===== src/ddr2_cmd_consts.vh =====
`ifndef DDR2_CMD_CONSTS_VH
`define DDR2_CMD_CONSTS_VH

// Pin widths
`define ADDR_W        15
`define BANK_W        3
`define NUM_BANKS     8
`define NUM_RANKS     2
`define ROW_W         15
`define MR_SEL_W      2

// Auto precharge / all-bank address bit
`define AP_BIT        10

// Field positions
`define CL_LSB        4
`define CL_MSB        6
`define COL_LO_MSB    9
`define COL_SPLIT     11
`define RANKS_NONE    2'h0

// Command codes {ras_n, cas_n, we_n}
`define CMD_LMR       3'h0
`define CMD_REF       3'h1
`define CMD_PRE       3'h2
`define CMD_ACT       3'h3
`define CMD_WR        3'h4
`define CMD_RD        3'h5
`define CMD_NOP       3'h7

// Row / column fill values
`define ROW_ZERO      15'h0000
`define COL_ZERO      12'h000
`define OP_ZERO       15'h0000
`define BANKS_IDLE    8'h00
`define BANK_ZERO     3'h0
`define MR_ZERO       2'h0

// Read latency codes and burst length
`define CL_W          3
`define CL_DEF        3'h4
`define BURST_CYC     4'h2
`define CNT_ZERO      4'h0

// Power state encodings
`define PWR_ACTIVE    2'h0
`define PWR_PRE_PD    2'h1
`define PWR_ACT_PD    2'h2
`define PWR_SELF_REF  2'h3

`endif


===== src/ddr2_dual_rank_cmd_addr_interface.v =====
// Overview of operation
// RL1: ACTIVATE takes full row address and opens that row in the bank.
// RL2: READ/WRITE take column address; bit ten requests auto precharge.
// RL3: PRECHARGE bit ten low closes one bank, high closes all.
// RL4: LOAD MODE address pins carry opcode for selected mode register.
// RL5: Bank address pins pick one of eight banks for bank commands.
// RL6: LOAD MODE bank address picks base or extended registers one-three.
// RL7: All address and control inputs sampled on rising clock crossing.
// RL8: Read data timing referenced to the input clock, not internal clock.
// RL9: By-four: fifteen row bits, column bits eleven and nine to zero.
// RL10: By-eight: fifteen row bits, column bits nine to zero.
// RL11: Each of two ranks tracks eight banks with independent open rows.
// RL12: Controller drives separate select, enable, termination per rank.
// RL13: Controller programs read latency six, five or four per period.
// RL14: Chip select high masks commands; low enables that rank's decoder.
// RL15: Command decoded from select with row, column and write strobes.
// RL16: Clock enable low enters precharge, active power-down or self refresh.
// RL17: Write data with mask high is not stored.
// RL18: Controller never selects both ranks for a read together.
// RL19: Controller holds dependent commands until timing counts expire.
`timescale 1ns/1ps
`default_nettype none
`include "ddr2_cmd_consts.vh"

module ddr2_dual_rank_cmd_addr_interface (
  // Clock and reset
  input  wire                   clock_i,
  input  wire                   rst_i,
  // Organisation: high selects by-eight
  input  wire                   org_x8_i,
  // Per-rank controls
  input  wire [`NUM_RANKS-1:0]  cs_n_i,
  input  wire [`NUM_RANKS-1:0]  cke_i,
  input  wire [`NUM_RANKS-1:0]  odt_i,
  // Shared command and address
  input  wire                   ras_n_i,
  input  wire                   cas_n_i,
  input  wire                   we_n_i,
  input  wire [`BANK_W-1:0]     bank_i,
  input  wire [`ADDR_W-1:0]     addr_i,
  // Write data mask
  input  wire                   wr_data_valid_i,
  input  wire                   dm_i,
  // Decoded access
  output reg                    rd_o,
  output reg                    wr_o,
  output reg                    auto_pre_o,
  output reg                    wr_store_o,
  output reg  [`NUM_RANKS-1:0]  rank_o,
  output reg  [`BANK_W-1:0]     bank_o,
  output reg  [`ROW_W-1:0]      row_o,
  output reg  [11:0]            col_o,
  // Mode register load
  output reg                    mr_load_o,
  output reg  [`MR_SEL_W-1:0]   mr_sel_o,
  output reg  [`ADDR_W-1:0]     mr_op_o,
  output reg  [`CL_W-1:0]       cas_lat_o,
  // Status
  output wire [`NUM_BANKS-1:0]  open0_o,
  output wire [`NUM_BANKS-1:0]  open1_o,
  output wire [1:0]             pwr0_o,
  output wire [1:0]             pwr1_o,
  output reg  [`NUM_RANKS-1:0]  odt_on_o,
  output reg                    rd_clash_o
);

  // RL15: command decode
  function [2:0] cmd_of;
    input ras;
    input cas;
    input we;
    begin
      cmd_of = {ras, cas, we};
    end
  endfunction

  // Command strobe for one decoder
  function is_cmd;
    input       en;
    input [2:0] code;
    input [2:0] want;
    begin
      is_cmd = en && (code == want);
    end
  endfunction

  wire [2:0] cmd = cmd_of(ras_n_i, cas_n_i, we_n_i);
  // RL14: select enables decoder
  wire [`NUM_RANKS-1:0] sel = ~cs_n_i & cke_i;
  wire [`NUM_RANKS-1:0] act_r, rd_r, wr_r, pre_r, ref_r;
  wire [`ROW_W*`NUM_BANKS-1:0] rows0, rows1;
  wire [`NUM_BANKS-1:0] open_r [0:`NUM_RANKS-1];
  wire [1:0]            pwr_r  [0:`NUM_RANKS-1];
  wire [`ROW_W*`NUM_BANKS-1:0] rows_r [0:`NUM_RANKS-1];

  // RL9: by-four column skips bit ten
  // RL10: by-eight column bits nine to zero
  reg  [11:0] col_map;
  always @* begin
    col_map = `COL_ZERO;
    if (org_x8_i) begin
      col_map[`COL_LO_MSB:0] = addr_i[`COL_LO_MSB:0];
    end else begin
      col_map[`COL_LO_MSB:0] = addr_i[`COL_LO_MSB:0];
      col_map[`COL_LO_MSB+1] = addr_i[`COL_SPLIT];
    end
  end

  // RL11: one bank tracker per rank
  genvar r;
  generate
    for (r = 0; r < `NUM_RANKS; r = r + 1) begin : g_rank
      assign act_r[r] = is_cmd(sel[r], cmd, `CMD_ACT);
      assign rd_r[r]  = is_cmd(sel[r], cmd, `CMD_RD);
      assign wr_r[r]  = is_cmd(sel[r], cmd, `CMD_WR);
      assign pre_r[r] = is_cmd(sel[r], cmd, `CMD_PRE);
      assign ref_r[r] = is_cmd(~cs_n_i[r], cmd, `CMD_REF);
      ddr2_rank u_rank (
        .clock_i (clock_i),
        .rst_i   (rst_i),
        .act_i   (act_r[r]),
        .rd_i    (rd_r[r]),
        .wr_i    (wr_r[r]),
        .pre_i   (pre_r[r]),
        .ref_i   (ref_r[r]),
        .cke_i   (cke_i[r]),
        .bank_i  (bank_i),
        .addr_i  (addr_i),
        .open_o  (open_r[r]),
        .rows_o  (rows_r[r]),
        .pwr_o   (pwr_r[r])
      );
    end
  endgenerate

  assign open0_o = open_r[0];
  assign open1_o = open_r[1];
  assign pwr0_o  = pwr_r[0];
  assign pwr1_o  = pwr_r[1];
  assign rows0   = rows_r[0];
  assign rows1   = rows_r[1];

  wire       any_rd = |rd_r;
  wire       any_wr = |wr_r;
  wire       lmr_any = is_cmd(|sel, cmd, `CMD_LMR);
  // RL5: bank selects open row
  reg  [`ROW_W-1:0] row_sel;
  always @* begin
    row_sel = rows0[bank_i*`ROW_W +: `ROW_W];
    if (rd_r[1] || wr_r[1]) begin
      row_sel = rows1[bank_i*`ROW_W +: `ROW_W];
    end
  end

  // RL7: everything registered on rising edge
  // RL8: outputs from input clock
  always @(posedge clock_i or posedge rst_i) begin
    if (rst_i) begin
      rd_o       <= 1'b0;
      wr_o       <= 1'b0;
      auto_pre_o <= 1'b0;
    end else begin
      rd_o       <= any_rd;
      wr_o       <= any_wr;
      // RL2: auto precharge flag
      auto_pre_o <= (any_rd | any_wr) & addr_i[`AP_BIT];
    end
  end

  // Access fields held until next access
  always @(posedge clock_i or posedge rst_i) begin
    if (rst_i) begin
      rank_o <= `RANKS_NONE;
      bank_o <= `BANK_ZERO;
      row_o  <= `ROW_ZERO;
      col_o  <= `COL_ZERO;
    end else if (any_rd | any_wr) begin
      rank_o <= rd_r | wr_r;
      bank_o <= bank_i;
      row_o  <= row_sel;
      col_o  <= col_map;
    end
  end

  // Write mask and rank status
  always @(posedge clock_i or posedge rst_i) begin
    if (rst_i) begin
      wr_store_o <= 1'b0;
      odt_on_o   <= `RANKS_NONE;
      rd_clash_o <= 1'b0;
    end else begin
      // RL17: masked data not stored
      wr_store_o <= wr_data_valid_i & ~dm_i;
      // RL18: flag double-rank read
      rd_clash_o <= &rd_r;
      odt_on_o   <= odt_i & cke_i;
    end
  end

  // RL4: opcode into selected register
  // RL6: bank address picks register
  always @(posedge clock_i or posedge rst_i) begin
    if (rst_i) begin
      mr_load_o <= 1'b0;
      mr_sel_o  <= `MR_ZERO;
      mr_op_o   <= `OP_ZERO;
    end else begin
      mr_load_o <= lmr_any;
      if (lmr_any) begin
        mr_sel_o <= bank_i[`MR_SEL_W-1:0];
        mr_op_o  <= addr_i;
      end
    end
  end

  // RL13: read latency field
  always @(posedge clock_i or posedge rst_i) begin
    if (rst_i) begin
      cas_lat_o <= `CL_DEF;
    end else if (lmr_any && (bank_i == `BANK_ZERO)) begin
      cas_lat_o <= addr_i[`CL_MSB:`CL_LSB];
    end
  end

endmodule
`default_nettype wire


===== src/ddr2_rank.v =====
`timescale 1ns/1ps
`default_nettype none
`include "ddr2_cmd_consts.vh"

module ddr2_rank (
  // Clock and reset
  input  wire                   clock_i,
  input  wire                   rst_i,
  // Decoded command strobes
  input  wire                   act_i,
  input  wire                   rd_i,
  input  wire                   wr_i,
  input  wire                   pre_i,
  input  wire                   ref_i,
  input  wire                   cke_i,
  input  wire [`BANK_W-1:0]     bank_i,
  input  wire [`ADDR_W-1:0]     addr_i,
  // Bank state
  output wire [`NUM_BANKS-1:0]  open_o,
  output wire [`ROW_W*`NUM_BANKS-1:0] rows_o,
  output reg  [1:0]             pwr_o
);

  reg  [`NUM_BANKS-1:0] open_ff;
  reg  [`ROW_W-1:0]     row_ff [0:`NUM_BANKS-1];
  reg                   cke_ff;
  wire [`NUM_BANKS-1:0] bank_dec = {{(`NUM_BANKS-1){1'b0}}, 1'b1} << bank_i;

  genvar g;
  generate
    for (g = 0; g < `NUM_BANKS; g = g + 1) begin : g_bank
      wire hit = bank_dec[g];
      assign rows_o[g*`ROW_W +: `ROW_W] = row_ff[g];
      always @(posedge clock_i or posedge rst_i) begin
        if (rst_i) begin
          open_ff[g] <= 1'b0;
          row_ff[g]  <= `ROW_ZERO;
        // RL1: open addressed row
        end else if (act_i && hit) begin
          open_ff[g] <= 1'b1;
          row_ff[g]  <= addr_i;
        // RL3: single or all banks
        end else if (pre_i && (hit || addr_i[`AP_BIT])) begin
          open_ff[g] <= 1'b0;
        // RL2: auto precharge closes bank in the access cycle
        end else if ((rd_i || wr_i) && hit && addr_i[`AP_BIT]) begin
          open_ff[g] <= 1'b0;
        end
      end
    end
  endgenerate

  assign open_o = open_ff;

  // RL16: power state on clock enable
  always @(posedge clock_i or posedge rst_i) begin
    if (rst_i) begin
      cke_ff <= 1'b1;
      pwr_o  <= `PWR_ACTIVE;
    end else begin
      cke_ff <= cke_i;
      if (cke_i)
        pwr_o <= `PWR_ACTIVE;
      else if (cke_ff) begin
        if (open_ff != `BANKS_IDLE)
          pwr_o <= `PWR_ACT_PD;
        else if (ref_i)
          pwr_o <= `PWR_SELF_REF;
        else
          pwr_o <= `PWR_PRE_PD;
      end
    end
  end

endmodule
`default_nettype wire


===== config.mk =====
export PLATFORM = sky130hd
export DESIGN_NAME = ddr2_dual_rank_cmd_addr_interface
export DESIGN_NICKNAME = d
export VERILOG_FILES = /design/src/ddr2_dual_rank_cmd_addr_interface.v /design/src/ddr2_rank.v
export VERILOG_INCLUDE_DIRS = /design/src /design/src/src
export SDC_FILE = /design/constraint.sdc
export NUM_CORES = 1
export LEC_CHECK = 0
export BUFFER_PORTS_ARGS = -buffer_cell sky130_fd_sc_hd__buf_2
export CELL_PAD_IN_SITES_DETAIL_PLACEMENT = 0
export CELL_PAD_IN_SITES_GLOBAL_PLACEMENT = 1
export CORE_MARGIN = 8
export CORE_UTILIZATION = 40
export CTS_CLUSTER_DIAMETER = 50
export DETAILED_ROUTE_END_ITERATION = 12
export PLACE_DENSITY_LB_ADDON = 0.1
export SYNTH_ARGS = -nofsm -noshare
export SYNTH_HDL_FRONTEND = slang
export SYNTH_SLANG_ARGS = --single-unit

===== constraint.sdc =====
create_clock -name clock_i -period 11.6 [get_ports clock_i]
set_input_delay 0.58 -clock clock_i [delete_from_list [all_inputs] [get_ports clock_i]]
set_output_delay 0.58 -clock clock_i [all_outputs]
set_load 0.02 [all_outputs]

; Yosys cells after proc, flatten, opt, wreduce, memory -nomap -nowiden
; Cells that the tools add are included.
[totals]
reg_bits = 321
inputBits = 32
wordCells = 239
[op_classes]
n_mul = 1
eq_ne = 5
shift = 3
mux = 58
n_bitwise = 10
n_reduce_logical = 112
[op_table]
columns = operator, n
row1 = 120-bit by 8-bit variable part select with 15-bit output, 2
row2 = 1-bit logical AND, 76
row3 = 1-bit two-way mux, 49
row4 = 3-bit nonzero test, 16
row5 = 2-bit two-way mux, 8
row6 = 8-bit nonzero test, 2
row7 = 15-bit two-way mux, 1
row8 = 1-bit logical OR, 10
row9 = 1-bit by 3-bit << shifter with 8-bit output (first input constant), 1
row10 = 3-bit by 4-bit multiplier with 7-bit output (second input constant), 1
row11 = 3-bit by 2-bit == test with 1-bit output (second input constant), 2
row12 = 3-bit == test (second input constant), 2
row13 = 3-bit zero test, 2
row14 = 2-bit OR reduction, 3
row15 = 2-bit AND, 2
row16 = 2-bit nonzero test, 2
row17 = 3-bit by 1-bit == test with 1-bit output (second input constant), 1
row18 = 1-bit inverter, 3
row19 = 1-bit AND, 2
row20 = 2-bit inverter, 1
row21 = 2-bit OR, 1
row22 = 2-bit AND reduction, 1
row23 = 1-bit OR, 1

; Logic depth before layout (Yosys ltp)
[depth]
word_depth = 9
depth_mapped = 9

; Modules after synthesis
; From an unflattened synthesis, not the netlist that was laid out.
[unflattened]
hier_cells = 1155
hier_area_um2 = 14589.0
[by_module_without_submodules]
columns = mod, n_inst, cells_per_inst, area_per_inst_um2
row1 = ddr2_rank, 2, 321, 5141.2
row2 = ddr2_dual_rank_cmd_addr_interface, 1, 513, 4306.6

; Worst setup path after synthesis
; No wires, ideal clock.
[synth_path]
path_type = input-to-reg
start = in cs_n_i[0]
end = reg cas_lat_o[0]
setup_time_ps = 125
arrival_ps = 1974
slack_ps = 9501
stages = 6
path_buffers = 1
cell_sequence = and2b_1 > nor2_1 > or4_1 > buf_6 > or2_4 > mux2_4
[synth_via]
elab_chain_cells = 5
[synth_lines]
columns = item, line_no
row1 = start: declaration, ddr2_dual_rank_cmd_addr_interface.v:32  ; input wire [`NUM_RANKS-1:0] cs_n_i,
row2 = 2-bit inverter, ddr2_dual_rank_cmd_addr_interface.v:89  ; wire [`NUM_RANKS-1:0] sel = ~cs_n_i & cke_i;
row3 = 2-bit AND, ddr2_dual_rank_cmd_addr_interface.v:89
row4 = 2-bit OR reduction, ddr2_dual_rank_cmd_addr_interface.v:145  ; wire lmr_any = is_cmd(|sel, cmd, `CMD_LMR);
row5 = 1-bit logical AND, ddr2_dual_rank_cmd_addr_interface.v:83  ; is_cmd = en && (code == want);
row6 = 1-bit logical AND, ddr2_dual_rank_cmd_addr_interface.v:220  ; end else if (lmr_any && (bank_i == `BANK_ZERO)) begin
row7 = end signal: assignment, ddr2_dual_rank_cmd_addr_interface.v:219  ; cas_lat_o <= `CL_DEF;
row8 = end signal: assignment, ddr2_dual_rank_cmd_addr_interface.v:221  ; cas_lat_o <= addr_i[`CL_MSB:`CL_LSB];
row9 = end: declaration, ddr2_dual_rank_cmd_addr_interface.v:57  ; output reg [`CL_W-1:0] cas_lat_o,
; No other way between the ends.
; A chain may end at the register's enable or synchronous reset.

; Final worst setup path
[layout_path]
start = in cs_n_i[1]
end = reg row_o[5]
[layout_via]
elab_chain_cells = 5
[layout_lines]
columns = item, line_no
row1 = 2-bit inverter (*), ddr2_dual_rank_cmd_addr_interface.v:89
row2 = 2-bit AND (*), ddr2_dual_rank_cmd_addr_interface.v:89
row3 = 1-bit logical AND, ddr2_dual_rank_cmd_addr_interface.v:83
row4 = 2-bit OR reduction (tied with other cells), ddr2_dual_rank_cmd_addr_interface.v:143  ; wire any_rd = |rd_r;
row5 = 1-bit OR or 15-bit two-way mux (tied branches), "ddr2_dual_rank_cmd_addr_interface.v:177, ddr2_dual_rank_cmd_addr_interface.v:150"
row6 = end signal: assignment, ddr2_dual_rank_cmd_addr_interface.v:175  ; row_o <= `ROW_ZERO;
row7 = end signal: assignment, ddr2_dual_rank_cmd_addr_interface.v:180  ; row_o <= row_sel;
row8 = end: declaration, ddr2_dual_rank_cmd_addr_interface.v:51  ; output reg [`ROW_W-1:0] row_o,
; Mark *: on every way between the ends. The rest lies on a longest branch, timed or not.

==> impl_table.tex <==
\begin{tabular}{lr}
\hline
Metric & Value \\
\hline
\multicolumn{2}{l}{\textbf{Layout}} \\
NumNets Final & 1276 \\
Layout Area Growth over Synthesis & 15.9\% \\
Final core area utilization & 0.469 \\
Number of diodes added for antenna fixing & 0 \\
Share of final-layout standard cells stronger than drive strength 1 & 0.395 \\
Number of standard cells in the layout, taps in and fillers out & about 1700 \\
\multicolumn{2}{l}{\textbf{STA}} \\
RSZ-0062 raised after global routing & false \\
Final number of setup-violating endpoints & 0 \\
Sum Neg Setup Slack & 0 ps \\
Worst Setup Slack, final & 8630 ps \\
Final Slew Violations & 0 \\
Final Skew & 13.5 ps \\
Count of endpoints failing hold in the final timing report & 0 \\
Peak clock frequency supported by timing & 0.337 GHz \\
Final critical-path required period & 2970 ps \\
Measured slew at the worst slew-check pin & 1340 ps \\
Share of the clock period used by the worst path & 0.256 \\
Relative slew margins & 0.107 \\
\multicolumn{2}{l}{\textbf{Synth}} \\
Portion of synthesized cell area occupied by the leading cell type & 0.555 \\
Commonest cells post-synth & sky130\_fd\_sc\_hd\_\_dfrtp\_1 (318), sky130\_fd\_sc\_hd\_\_mux2\_2 (260), sky130\_fd\_sc\_hd\_\_nand2\_1 (191), sky130\_fd\_sc\_hd\_\_nand3\_1 (49), sky130\_fd\_sc\_hd\_\_clkbuf\_1 (43) \\
Async S/R FF share, synth & 1.00 \\
Mapped Nets & 1198 \\
Avg Cell Area, Syn & between 10 and 15 um2 \\
Seq/Total Area, Yosys & 0.561 \\
Post-Synthesis Cell Area & roughly 14000 um2 \\
Count of synthesis-stage warnings from yosys & 0 \\
Number of synthesized register bits & between 300 and 400 \\
Mapped Cells & 1166 \\
Main area contributors after synthesis & sky130\_fd\_sc\_hd\_\_dfrtp\_1 (56\%), sky130\_fd\_sc\_hd\_\_mux2\_2 (20\%), sky130\_fd\_sc\_hd\_\_nand2\_1 (5.0\%) \\
Most common cell in the netlist & sky130\_fd\_sc\_hd\_\_dfrtp\_1 \\
Number of enable-type register cells in the synthesized netlist & 0 \\
Yosys cell types & 51 \\
Commonest register cell after synthesis & sky130\_fd\_sc\_hd\_\_dfrtp\_1 \\
Most area-hungry cell type in the Yosys netlist & sky130\_fd\_sc\_hd\_\_dfrtp\_1 \\
\multicolumn{2}{l}{\textbf{Job}} \\
Max capacitance violation total & 0 \\
\multicolumn{2}{l}{\textbf{Route}} \\
Number of vias in the routed layout & 9528 \\
Met1 wire length & 19600 um \\
Total DRC errors in the routed layout & 0 \\
Number of violations reported at the end of detailed-routing iteration 0 & between 500 and 600 \\
Average wire length per cell after detail routing & around 23 um \\
Post-detailed-route via-to-cell ratio & 5.48 \\
Routed wire length on met2 & 18700 um \\
Routed Antenna Nets & 0 \\
DR top layer & met4 \\
Total detailed-routing wirelength & 40800 um \\
Number of search-and-repair iterations in the first detailed-routing pass & 5 \\
Routed length on met3 & 1700 um \\
\multicolumn{2}{l}{\textbf{Clocking}} \\
Number of cells upsized or downsized after cts & 0 \\
Clock root buffer & sky130\_fd\_sc\_hd\_\_clkbuf\_16 \\
Max clock buf depth & 3 \\
Post-CTS setup-driven buffer insertion count & 0 \\
Clock slew at reported path FFs & 60 ps \\
CTS sink cnt & around 320 \\
Num CTS Buffers & 43 \\
Clock latency on the worst-skew pair & 530 ps \\
CTS tree & done \\
CTS H-tree depth & 2 \\
Hold Buf Count CTS & 0 \\
\multicolumn{2}{l}{\textbf{GRT}} \\
Total global routing track utilization & 0.197 \\
Antenna violations before repair & 0 \\
Grt total ovfl & 0 \\
Number of global-route vias before repair & 10040 \\
Wire length of the first global-routing pass & 63300 um \\
Largest net degree at the start of global routing & approximately 120 \\
\multicolumn{2}{l}{\textbf{Floorplan}} \\
Die outline width & 205 um \\
Starting Density & 0.405 \\
Full die area & 42100 um2 \\
Core box area & between 30000 and 40000 um2 \\
Height of the die & 205 um \\
Core Rows & 69 \\
Top-level port count & 112 \\
\multicolumn{2}{l}{\textbf{Place}} \\
Sum of net half-perimeters after detailed placement & 24000 um \\
Placed cell count & between 1500 and 2000 \\
Number of I/O port buffers & 110 \\
Final RePlAce weighted congestion & 0.746 \\
Placement Setup Slack & $\sim$8100 ps \\
\multicolumn{2}{l}{\textbf{Power and ir drop}} \\
Peak VDD IR & 111 uV \\
Pwr per Cell Area & 179 nW/um2 \\
P\_leak & 7.82 nW \\
Power Total & 0.00298 W \\
\multicolumn{2}{l}{\textbf{Critical path}} \\
Critical path data arrival time & approximately 3400 ps \\
Required time at the worst-slack endpoint & 12030 ps \\
Crit path kind & input pin to flop \\
CP max FO & 47 \\
Sort of element at the end of the critical path & flop \\
Launching element type of the critical path & input pin \\
\multicolumn{2}{l}{\textbf{Hold path}} \\
Class of the tightest hold or removal check & input pin to asynchronous set/reset pin \\
\multicolumn{2}{l}{\textbf{Outcome}} \\
Run status & finished clean \\
\hline
\end{tabular}
-- path summary, 6_finish.rpt --
path / startpoint / to / slack [ps] / cells past startpoint
max in group asynchronous: rst_i / odt_on_o[0]$_DFF_PP0_ / 9860 / 3
worst max register to register: g_rank[0].u_rank.rows_o[45]$_DFFE_PP0P_ / row_o[0]$_DFFE_PP0P_ / 10110 / 3
worst max-delay path: cs_n_i[1] / row_o[5]$_DFFE_PP0P_ / 8630 / 7
min in group clock_i: cke_i[0] / g_rank[0].u_rank.cke_ff$_DFF_PP1_ / 190 / 1
worst min register to register: rank_o[0]$_DFFE_PP0P_ / rank_o[0]$_DFFE_PP0P_ / 470 / 2
worst min-delay path: rst_i / g_rank[0].u_rank.rows_o[9]$_DFFE_PP0P_ / 160 / 2
-- placed cells by master, fill, tap and decap left out, types with 6 or more instances in the layout --
cell and n:
sky130_fd_sc_hd__a211oi_1 7, sky130_fd_sc_hd__a21oi_1 14, sky130_fd_sc_hd__a22oi_1 8, sky130_fd_sc_hd__a31oi_1 24, sky130_fd_sc_hd__a32oi_1 7, sky130_fd_sc_hd__and2_1 8
sky130_fd_sc_hd__buf_2 110, sky130_fd_sc_hd__buf_4 18, sky130_fd_sc_hd__clkbuf_1 12, sky130_fd_sc_hd__clkbuf_16 45, sky130_fd_sc_hd__clkinv_2 6, sky130_fd_sc_hd__dfrtp_1 318
sky130_fd_sc_hd__mux2_2 260, sky130_fd_sc_hd__mux2i_1 14, sky130_fd_sc_hd__mux4_2 18, sky130_fd_sc_hd__nand2_1 191, sky130_fd_sc_hd__nand2b_1 6, sky130_fd_sc_hd__nand3_1 49
sky130_fd_sc_hd__nand4_1 15, sky130_fd_sc_hd__nor2_1 34, sky130_fd_sc_hd__nor2b_1 10, sky130_fd_sc_hd__o21ai_0 23, sky130_fd_sc_hd__o22ai_1 6
-- cell type report --
cell class	instances	area [um2]
repair buffers	128	686
fillers	3248	18800
flip-flops and latches	321	8040
multi-input cells	748	5860
clock buffers	62	1240
well taps	461	577
inverters	2	15.0
clock inverters	17	190
-- layer usage --
metal,vias to the layer above,track usage
li1,4290,-
met1,5006,0.283
met3,55,0.0299
met2,177,0.307
met5,-,0
met4,0,0.0531
-- registers in the layout (all words and copies together) (netlist names), 2 cells and up --
| signal | flops |
|---|---|
| mr_op_o | 15 |
| cas_lat_o | 3 |
| rank_o | 2 |
| g_rank.u_rank.pwr_o | 4 |
| bank_o | 3 |
| g_rank.u_rank.cke_ff | 2 |
| g_rank.u_rank.rows_o | 240 |
| row_o | 15 |
| col_o | 11 |
| mr_sel_o | 2 |
| odt_on_o | 2 |
| g_rank.u_rank.open_o | 16 |
-- cells by family (layout without fill, tap and decap cells) --
logic type      after synthesis  count (layout)  synth area share
simple gates                346             346             0.110
compound gates              106             106            0.0493
flops                       321             321             0.561
buf+inv                      97             209            0.0334
mux                         295             295             0.246
other cells                   1               1          0.000262
-- per-stage QoR --
stage	cell area, um2	hold slack (ps)
6_report	16600	160
4_1_cts	16600	157
3_3_place_gp	15200	455
3_5_place_dp	15200	458
5_1_grt	16600	170
2_1_floorplan	14300	471
-- critical path, stage by stage --
cell and delay [ps]:
sky130_fd_sc_hd__buf_2 120, sky130_fd_sc_hd__and4bb_4 830, sky130_fd_sc_hd__buf_4 660, sky130_fd_sc_hd__mux2i_1 290, sky130_fd_sc_hd__o22ai_1 100, sky130_fd_sc_hd__or4_1 520, sky130_fd_sc_hd__o22a_1 190
-- power by group --
part | switching (W) | internal (W) | leakage (nW)
clock network | 0.000506 | 0.000815 | 0.699
logic | 0.000212 | 0.000146 | 2.84
registers | 0.0000623 | 0.00124 | 4.28
No activity file was read; power rests on OpenSTA's default activity.
